### config.mk
export PLATFORM = sky130hd
export DESIGN_NAME = crs_framer
export DESIGN_NICKNAME = d
export VERILOG_FILES = /design/src/verilog/crs_pkg.sv /design/src/verilog/crs_framer.sv
export VERILOG_INCLUDE_DIRS = /design/src /design/src/verilog
export SDC_FILE = /design/constraint.sdc
export NUM_CORES = 2
export LEC_CHECK = 0
export BUFFER_PORTS_ARGS = -buffer_cell sky130_fd_sc_hd__buf_2
export CELL_PAD_IN_SITES_DETAIL_PLACEMENT = 1
export CELL_PAD_IN_SITES_GLOBAL_PLACEMENT = 1
export CORE_AREA = 4 4 499 501
export CTS_BUF_LIST = sky130_fd_sc_hd__clkbuf_2 sky130_fd_sc_hd__clkbuf_4 sky130_fd_sc_hd__clkbuf_8
export DETAILED_ROUTE_END_ITERATION = 6
export DIE_AREA = 0 0 503 505
export PLACE_DENSITY = 0.76
export SLEW_MARGIN = 20
export SYNTH_ARGS = -nofsm -noshare
export SYNTH_HDL_FRONTEND = slang
export SYNTH_SLANG_ARGS = --single-unit
### constraint.sdc
create_clock -name core_clk_i -period 5.7 [get_ports core_clk_i]
set_input_delay 0.285 -clock core_clk_i [delete_from_list [all_inputs] [get_ports core_clk_i]]
set_output_delay 0.285 -clock core_clk_i [all_outputs]
set_load 0.01 [all_outputs]
### src/verilog/crs_defines.svh
// constants for the completer request stream framer
`ifndef CRS_DEFINES_SVH
`define CRS_DEFINES_SVH
`define CRS_DATA_W 512
`define CRS_DW_N 16
`define CRS_SB_W 84
// descriptor field positions
`define CRS_D_CNT_LSB 64
`define CRS_D_TYPE_LSB 75
// request type codes
`define CRS_T_MRD 4'h0
`define CRS_T_MWR 4'h1
`define CRS_T_IOWR 4'h3
// sideband field positions
`define CRS_SB_BE_LSB 0
`define CRS_SB_HEAD_LSB 64
`define CRS_SB_TAIL_LSB 68
`define CRS_SB_SOP 72
`define CRS_SB_TPH 73
`define CRS_SB_TPHT_LSB 74
`define CRS_SB_TAG_LSB 76
// payload start dword in dword-aligned layout
`define CRS_DESC_DW 3'h4
`endif

### src/verilog/crs_pkg.sv
// types for the completer request stream framer
package crs_pkg;
  typedef enum logic [0:0] {
    CRS_IDLE = 1'b0,
    CRS_BODY = 1'b1
  } crs_state_t;
  typedef struct packed {
    logic [511:0] data;
    logic [15:0] keep;
    logic last;
    logic [83:0] sb;
  } crs_beat_t;
endpackage

### src/verilog/crs_framer.sv
// completer request framer onto a 512-bit stream
`timescale 1ns/100ps
`include "crs_defines.svh"
module crs_framer (
  input wire logic core_clk_i,
  input wire logic nrst_i,
  input wire logic addr_aligned_mode_i,
  input wire logic req_valid_i,
  output logic req_ready_o,
  input wire logic [3:0] req_type_i,
  input wire logic [1:0] req_at_i,
  input wire logic [63:2] req_addr_i,
  input wire logic [10:0] req_dw_count_i,
  input wire logic [46:0] req_fields_i,
  input wire logic [3:0] req_head_dword_byte_enables_i,
  input wire logic [3:0] req_tail_be_i,
  input wire logic req_tph_present_i,
  input wire logic [1:0] req_tph_type_i,
  input wire logic [7:0] req_tph_tag_i,
  input wire logic pay_valid_i,
  output logic pay_ready_o,
  input wire logic [511:0] pay_data_i,
  output logic req_stream_valid_o,
  input wire logic req_stream_ready_i,
  output logic [511:0] req_stream_data_o,
  output logic [15:0] req_stream_dword_keep_o,
  output logic req_stream_last_o,
  output logic [83:0] req_stream_sideband_o
);
  // byte enables of one output dword position
  function automatic logic [3:0] dword_be(
    input logic [12:0] g,
    input logic [2:0] s,
    input logic [10:0] cnt,
    input logic [3:0] f,
    input logic [3:0] l
  );
    logic [12:0] i;
    i = g - {10'h000, s};
    if (g < {10'h000, s} || i >= {2'h0, cnt})
      dword_be = 4'h0;
    else if (i == 13'h0000)
      dword_be = f;
    else if (i == {2'h0, cnt} - 13'h0001)
      dword_be = l;
    else
      dword_be = 4'hf;
  endfunction

  // keep mask for dwords still to send
  function automatic logic [15:0] keep_of(input logic [12:0] rem);
    if (rem >= 13'h0010)
      keep_of = 16'hffff;
    else
      keep_of = (16'h0001 << rem[3:0]) - 16'h0001;
  endfunction

  crs_pkg::crs_state_t state;
  logic [2:0] shift_dw;
  logic [10:0] pay_cnt;
  logic [12:0] base;
  logic [4:0] in_left;
  logic [3:0] fbe;
  logic [3:0] lbe;
  logic [511:0] carry;
  crs_pkg::crs_beat_t out_beat;
  crs_pkg::crs_beat_t skid;
  logic skid_valid;
  logic buf_rdy;

  logic idle;
  logic has_pay;
  logic use_in;
  logic need_in;
  logic idle_go;
  logic body_go;
  logic beat_go;
  logic [2:0] in_shift;
  logic [2:0] cur_shift;
  logic [10:0] desc_cnt;
  logic [10:0] in_cnt;
  logic [10:0] cur_cnt;
  logic [12:0] cur_base;
  logic [12:0] cur_rem;
  logic [3:0] cur_fbe;
  logic [3:0] cur_lbe;
  logic [9:0] sh_r;
  logic [127:0] desc;
  logic [511:0] shifted;
  logic [511:0] carried;
  logic [63:0] next_be;
  crs_pkg::crs_beat_t next_beat;

  // buffer accepts a beat only with its spare slot empty
  assign buf_rdy = !skid_valid;
  assign idle = state == crs_pkg::CRS_IDLE;
  assign need_in = in_left != 5'h00;

  // request decode and beat geometry
  always_comb begin
    has_pay = req_type_i == `CRS_T_MWR || req_type_i == `CRS_T_IOWR;
    desc_cnt = req_dw_count_i;
    if (req_type_i == `CRS_T_IOWR)
      desc_cnt = 11'h001;
    in_cnt = has_pay ? desc_cnt : 11'h000;
    in_shift = `CRS_DESC_DW;
    // reads carry no payload, so no gap and keep stays on the descriptor
    if (addr_aligned_mode_i && has_pay)
      in_shift = {1'b1, req_addr_i[3:2]};
    cur_shift = idle ? in_shift : shift_dw;
    cur_cnt = idle ? in_cnt : pay_cnt;
    cur_base = idle ? 13'h0000 : base;
    cur_fbe = idle ? req_head_dword_byte_enables_i : fbe;
    cur_lbe = idle ? req_tail_be_i : lbe;
    cur_rem = {10'h000, cur_shift} + {2'h0, cur_cnt} - cur_base;
    use_in = idle ? has_pay : need_in;
    idle_go = idle && req_valid_i && buf_rdy && (!has_pay || pay_valid_i);
    body_go = !idle && buf_rdy && (!need_in || pay_valid_i);
    beat_go = idle_go || body_go;
  end

  // input handshakes
  assign req_ready_o = idle_go;
  assign pay_ready_o = beat_go && use_in;

  // descriptor: type and count at their fields, reserved bits zero
  assign desc = {1'b0, req_fields_i, 1'b0, req_type_i, desc_cnt,
                 req_addr_i, req_at_i};
  assign sh_r = 10'h200 - {2'h0, cur_shift, 5'h00};

  // payload shifted behind descriptor, carry from previous beat
  always_comb begin
    shifted = 512'h0;
    if (use_in)
      shifted = pay_data_i << {cur_shift, 5'h00};
    carried = idle ? {384'h0, desc} : carry >> sh_r;
  end

  // per-lane byte enables, never on descriptor or gap lanes
  genvar j;
  generate
    for (j = 0; j < `CRS_DW_N; j = j + 1) begin : g_be
      assign next_be[4*j +: 4] = dword_be(cur_base + 13'(j), cur_shift,
                                          cur_cnt, cur_fbe, cur_lbe);
    end
  endgenerate

  // assemble the next beat
  always_comb begin
    next_beat.data = shifted | carried;
    next_beat.keep = keep_of(cur_rem);
    next_beat.last = cur_rem <= 13'h0010;
    next_beat.sb = 84'h0;
    next_beat.sb[`CRS_SB_BE_LSB +: 64] = next_be;
    if (idle) begin
      next_beat.sb[`CRS_SB_SOP] = 1'b1;
      next_beat.sb[`CRS_SB_HEAD_LSB +: 4] = cur_fbe;
      next_beat.sb[`CRS_SB_TAIL_LSB +: 4] = cur_lbe;
      next_beat.sb[`CRS_SB_TPH] = req_tph_present_i;
      if (req_tph_present_i) begin
        next_beat.sb[`CRS_SB_TPHT_LSB +: 2] = req_tph_type_i;
        next_beat.sb[`CRS_SB_TAG_LSB +: 8] = req_tph_tag_i;
      end
    end
  end

  // packet sequencer
  always_ff @(posedge core_clk_i or negedge nrst_i) begin
    if (!nrst_i) begin
      state <= crs_pkg::CRS_IDLE;
      shift_dw <= `CRS_DESC_DW;
      pay_cnt <= 11'h000;
      base <= 13'h0000;
      in_left <= 5'h00;
      fbe <= 4'h0;
      lbe <= 4'h0;
      carry <= 512'h0;
    end else if (idle_go) begin
      shift_dw <= in_shift;
      pay_cnt <= in_cnt;
      fbe <= req_head_dword_byte_enables_i;
      lbe <= req_tail_be_i;
      carry <= has_pay ? pay_data_i : 512'h0;
      base <= 13'h0010;
      in_left <= 5'h00;
      if (has_pay)
        in_left <= {1'b0, 4'((in_cnt - 11'h001) >> 4)};
      if (!next_beat.last)
        state <= crs_pkg::CRS_BODY;
    end else if (body_go) begin
      if (need_in) begin
        carry <= pay_data_i;
        in_left <= in_left - 5'h01;
      end
      base <= base + 13'h0010;
      if (next_beat.last)
        state <= crs_pkg::CRS_IDLE;
    end
  end

  // two-entry output buffer: output stage plus spare slot
  always_ff @(posedge core_clk_i or negedge nrst_i) begin
    if (!nrst_i) begin
      out_beat <= '0;
      skid <= '0;
      skid_valid <= 1'b0;
      req_stream_valid_o <= 1'b0;
    end else if (!req_stream_valid_o || req_stream_ready_i) begin
      if (skid_valid) begin
        out_beat <= skid;
        skid_valid <= 1'b0;
        req_stream_valid_o <= 1'b1;
      end else begin
        req_stream_valid_o <= beat_go;
        if (beat_go)
          out_beat <= next_beat;
      end
    end else if (beat_go) begin
      skid <= next_beat; // stalled: held beat stays put
      skid_valid <= 1'b1;
    end
  end

  assign req_stream_data_o = out_beat.data;
  assign req_stream_dword_keep_o = out_beat.keep;
  assign req_stream_last_o = out_beat.last;
  assign req_stream_sideband_o = out_beat.sb;

  // tracks an open packet on the stream, for checking only
  logic in_pkt;
  logic out_sop;
  logic [3:0] out_type;
  assign out_sop = out_beat.sb[`CRS_SB_SOP];
  assign out_type = out_beat.data[`CRS_D_TYPE_LSB +: 4];
  always_ff @(posedge core_clk_i or negedge nrst_i) begin
    if (!nrst_i)
      in_pkt <= 1'b0;
    else if (req_stream_valid_o && req_stream_ready_i)
      in_pkt <= !req_stream_last_o;
  end

  a_beat_hold: assert property (
    @(posedge core_clk_i) disable iff (!nrst_i)
    req_stream_valid_o && !req_stream_ready_i |=>
      req_stream_valid_o && $stable(out_beat))
    else $error("stalled beat changed");

  a_valid_in_pkt: assert property (
    @(posedge core_clk_i) disable iff (!nrst_i)
    in_pkt |-> req_stream_valid_o)
    else $error("valid dropped inside a packet");

  a_sop_first: assert property (
    @(posedge core_clk_i) disable iff (!nrst_i)
    req_stream_valid_o |-> out_sop == !in_pkt)
    else $error("start flag not on first beat");

  a_keep_contig: assert property (
    @(posedge core_clk_i) disable iff (!nrst_i)
    req_stream_valid_o |-> req_stream_dword_keep_o[0] &&
      ((req_stream_dword_keep_o + 16'h0001) &
       req_stream_dword_keep_o) == 16'h0000)
    else $error("keep bits not contiguous");

  a_keep_mid_full: assert property (
    @(posedge core_clk_i) disable iff (!nrst_i)
    req_stream_valid_o && !req_stream_last_o |->
      req_stream_dword_keep_o == 16'hffff)
    else $error("keep low before last beat");

  a_be_desc_clear: assert property (
    @(posedge core_clk_i) disable iff (!nrst_i)
    req_stream_valid_o && out_sop |->
      req_stream_sideband_o[15:0] == 16'h0000)
    else $error("byte enable on descriptor lane");

  a_read_single: assert property (
    @(posedge core_clk_i) disable iff (!nrst_i)
    req_stream_valid_o && out_sop && out_type == `CRS_T_MRD |->
      req_stream_last_o && req_stream_dword_keep_o == 16'h000f)
    else $error("read not a single descriptor beat");

  a_io_one_dword: assert property (
    @(posedge core_clk_i) disable iff (!nrst_i)
    req_stream_valid_o && out_sop && out_type == `CRS_T_IOWR |->
      req_stream_last_o &&
      out_beat.data[`CRS_D_CNT_LSB +: 11] == 11'h001 &&
      req_stream_sideband_o[63:32] == 32'h0)
    else $error("io write not one dword");
endmodule

==> results <==
- The run finished, with violations left.
- The checks that failed: design-rule violations.
- The class of the tightest hold or removal check is input port to flop.
- The reported net switching power is 0.02727 W.
- The gate count of the mapped netlist is 10,520.
- The synthesis-to-layout area growth is 30.99%.
- The sequential fraction of the synthesis area is 43.96%.
- The root buffer cell is sky130_fd_sc_hd__clkbuf_8.
- From left edge to right edge, the die measures 503 um.
- Including well taps, the total number of placed cells is 14,570.
- Sorting the synthesized cells by how often they occur yields sky130_fd_sc_hd__nand2_1, sky130_fd_sc_hd__dfrtp_1, sky130_fd_sc_hd__o21ai_0.
- The count of distinct cell types in the synthesized netlist is 100.
- The met3 wirelength from detailed routing is 58,850 um.
- The clock network burns 20.8% of the power.
- The number of antenna violations at the first check in global routing is 161.
- Internal power comes to 0.03101 W.
- The placeable core area is 244,800 um2.
- The worst hold path cell count is 4.
- The number of global-route vias before repair is 98,330.
- The area of all sequential standard cells is 38,040 um2.
- The number of levels in the clock H-tree is 5.
- The largest incremental delay on the critical path is 880 ps.
- The effective utilization at floorplan is 35.35%.
- The final period utilization is 91.67%.
- The static leakage power is 52.97 nW.
- The number of iterations in the first detailed-routing pass is 7.
- The mapped netlist covers 86,520 um2.
- The floorplan step set the die height to 505 um.
- The cell that appears most often on the critical path is sky130_fd_sc_hd__buf_4.
- The number of hold violations in the final report is 0.
- Yosys mapped a number of flops with a built-in enable equal to 0.
- In this run the count of I/O pins placed on the die edge is 1,279.
- By instance count, the leading cell after synthesis is sky130_fd_sc_hd__nand2_1.
- The DRC marker count from the first detailed-route iteration is 11,940.
- In this run the post-CTS setup repair buffer count came out at 0.
- The number of standard-cell rows in the floorplan is 182.
- The tree built by TritonCTS fans out to 1,520 sinks.
- The via density per instance is 6.136.
- In this run, synthesis produced a sequential element count of 1,520.
- The clock period minus worst slack is 5225 ps.
- The setup clock skew after layout is 133.3 ps.
- The clock-pin slew reported for the worst setup and hold paths after clock tree synthesis is 60 ps.
- The insertion delay of the later-clocked pin in the worst-skew pair is 1130 ps.
- The minimum setup slack after placement is 585.8 ps.
- The highest layer touched by signal routing is met5.
- The number of warnings printed during yosys synthesis is 0.
- The number of nets in the layout is 13,360.
- STA classifies the critical path startpoint as a flop.
- Summing all multi-input logic gate instances after layout gives 44,990 um2.
- The global-route usage over all layers is 44.60%.
- Setup repair after global routing left no endpoint under its margin.
- STA puts the critical path data required time at 6680 ps.
- The most instantiated flip-flop cell in the synthesis netlist is sky130_fd_sc_hd__dfrtp_1.
- At the worst endpoint, the arrival time is 6210 ps.
- Registers are responsible for 36.0% of the overall power.
- The maximum fanout encountered on the critical timing path is 113.
- Of all flip-flops after synthesis, the portion carrying an async set or reset was 100.0%.
- The fraction of final layout cells sized beyond drive strength 1 is 18.86%.
- The routed length per placed instance is 36.47 um.
- After legalization and detailed placement, the total HPWL measured 444,800 um.
- The routed length on met1 is 226,200 um.
- The remaining antenna violation count after routing is 0.
- Fill cells in the final layout number 28,980.
- Across the run, the number of max-cap violations was 0.
- The slowest stage of the critical path is the sky130_fd_sc_hd__buf_4 cell.
- The critical path class is flop to flop.
- The headroom to the max-slew limit is 25.72%.
- The number of max-slew violations in the final report is 0.
- After detailed routing, the total wire length is 587,200 um.
- The final weighted congestion of routability-driven global placement is 1.035.
- The worst reg2reg path depth is 12.
- The residual DRC count is 4.
- STA classifies the critical path endpoint as a flop.
- The die outline area is 254,000 um2.
- Excluding fillers, the count of instances in the completed layout stands at 16,100.
- The sum of negative setup slack is 0 ps.
- The routed design uses 247,500 um of met2 wire.
- After synthesis, the largest area contributor takes up 43.96% of total cell area.
- By area the synthesized netlist is led by sky130_fd_sc_hd__dfrtp_1, sky130_fd_sc_hd__nand2_1, sky130_fd_sc_hd__o21ai_0.
- The final route contains 98,780 vias.
- The count of cells resized by post-cts repair is 0.
- The number of I/O port buffers is 1,278.
- Averaged over all synthesized cells, the footprint is 8.222 um2.
- For this run the aggregate overflow at the end of global routing stands at 0.
- The maximum buffer depth of the clock tree is 4.
- The number of clock buffers inserted by TritonCTS is 309.
- For the pin with the worst max-slew slack, the measured transition is 1083 ps.
- The wire length of the first global-routing pass is 795,900 um.
- The cell taking the most area after synthesis is sky130_fd_sc_hd__dfrtp_1.
- Traced cell by cell, the critical path runs through nand3b_1, o21ai_4, buf_12, buf_4, nor2_2, buf_4, a22o_1, a22oi_1, dlygate4sd3_1, nor2_1, a21oi_1, o21ai_0.
- The maximum vdd drop is 0.2575 mV.
- TritonCTS built the clock tree.
- The power density over cell area is 514.2 nW/um2.
- Net switching is 46.79% of the power.
- Based on the critical path, the design can be clocked at up to 191.4 MHz.
- The maximum number of pins on one net before global-route repair is 194.
- The share of total power dissipated in combinational logic is 43.2%.
- The count of endpoints failing setup in the final report is 0.
- The least setup slack across all paths after layout is 474.6 ps.
-- power by group through the flow --
| stage | Clock [W] | Combinational [W] | Sequential [W] |
|---|---|---|---|
| 2_1_floorplan | 0 | 0.0112 | 0.0192 |
| 3_3_place_gp | 0 | 0.0230 | 0.0205 |
| 3_5_place_dp | 0 | 0.0237 | 0.0207 |
| 4_1_cts | 0.0122 | 0.0244 | 0.0206 |
| 5_1_grt | 0.0127 | 0.0266 | 0.0212 |
| 6_report | 0.0121 | 0.0252 | 0.0210 |
-- final timing paths --
check,slack [ps],start,end
worst max-delay path,470,state,req_stream_data_o[247]
max in group asynchronous,3980,nrst_i,skid[310]
worst max register to register,470,state,req_stream_data_o[247]
min in group asynchronous,600,nrst_i,req_stream_data_o[406]
worst min-delay path,70,pay_data_i[463],carry[463]
worst min register to register,480,req_stream_data_o[165],req_stream_data_o[165]
-- per-layer routing --
metal  global-route usage (%)  vias to the layer above
met5                  0.07613                        -
met4                    33.82                       42
met3                    12.05                     1574
met2                    65.00                     5970
met1                    56.15                    50300
li1                         -                    40890
-- area by class of cell --
class	instances	area share (%)
multi-input combinational	8049	39.69
sequential	1520	33.57
timing repair buffer	2595	17.15
clock buffer	464	5.176
tap	3220	3.555
antenna	138	0.3047
clock inverter	38	0.2914
inverter	75	0.2649
-- sequential cells by signal, summed over array words and instances, names as in the netlist --
name / count
req_stream_data_o: 512
base: 9
skid_valid: 1
req_stream_last_o: 1
fbe: 4
in_left: 5
shift_dw: 2
req_stream_sideband_o: 84
pay_cnt: 11
carry: 256
lbe: 4
skid: 613
req_stream_valid_o: 1
state: 1
req_stream_dword_keep_o: 16
-- kinds of logic (layout without fill, tap and decap cells) --
logic type	after synthesis	after routing	synth area share (%)
AOI/OAI and AO/OA	2984	2984	20.45
xor gates and xnor gates	100	100	1.220
adders and majority gates	146	146	2.129
buffers and inverters	959	3172	4.306
DFF	1520	1520	43.96
muxes	509	509	7.415
other	2	145	0.008680
and+or+nand+nor	4303	4303	20.51
-- layout by cell type, fill, tap and decap left out, drive strengths merged, types with 28 or more instances in the layout --
cell type and n:
a21o 63, a21oi 749, a22o 37, a22oi 73
a31oi 47, and2 36, and3 44, buf 1704
clkbuf 464, clkinv 33, dfrtp 1520, diode 138
dlygate4sd3 891, ha 144, inv 70, mux2i 398
mux4 105, nand2 2792, nand3 511, nand4 28
nor2 663, nor3 61, nor4 48, o211ai 178
o21a 139, o21ai 1294, o22ai 37, o2bb2ai 85
o31a 38, o31ai 104, xnor2 61
-- repair_timing --
action                                  4_1_cts  5_1_grt
endpoints found under the setup margin        0        0
endpoints found under the hold margin      1815        0
hold buffers                                892        0
-- metrics by stage --
step                hold slack, ps  cell area (um2)  util, %  total power (W)
CTS                         0.1881           113000    46.15          0.05715
floorplan                   -10.59            86560        -          0.03039
detailed placement           391.9            97830    39.96          0.04439
finish                       67.52           113300    46.30          0.05828
global placement             384.8            97790    39.95          0.04350
global route                 31.47           113200    46.22          0.06046
-- critical path, delay by kind of cell (launching register included) --
family          cells  cell delay, ps
flops               1             660
compound gates      5            1070
simple gates        3             820
buf+inv             4            2220
Power figures use the tool's default switching activity.
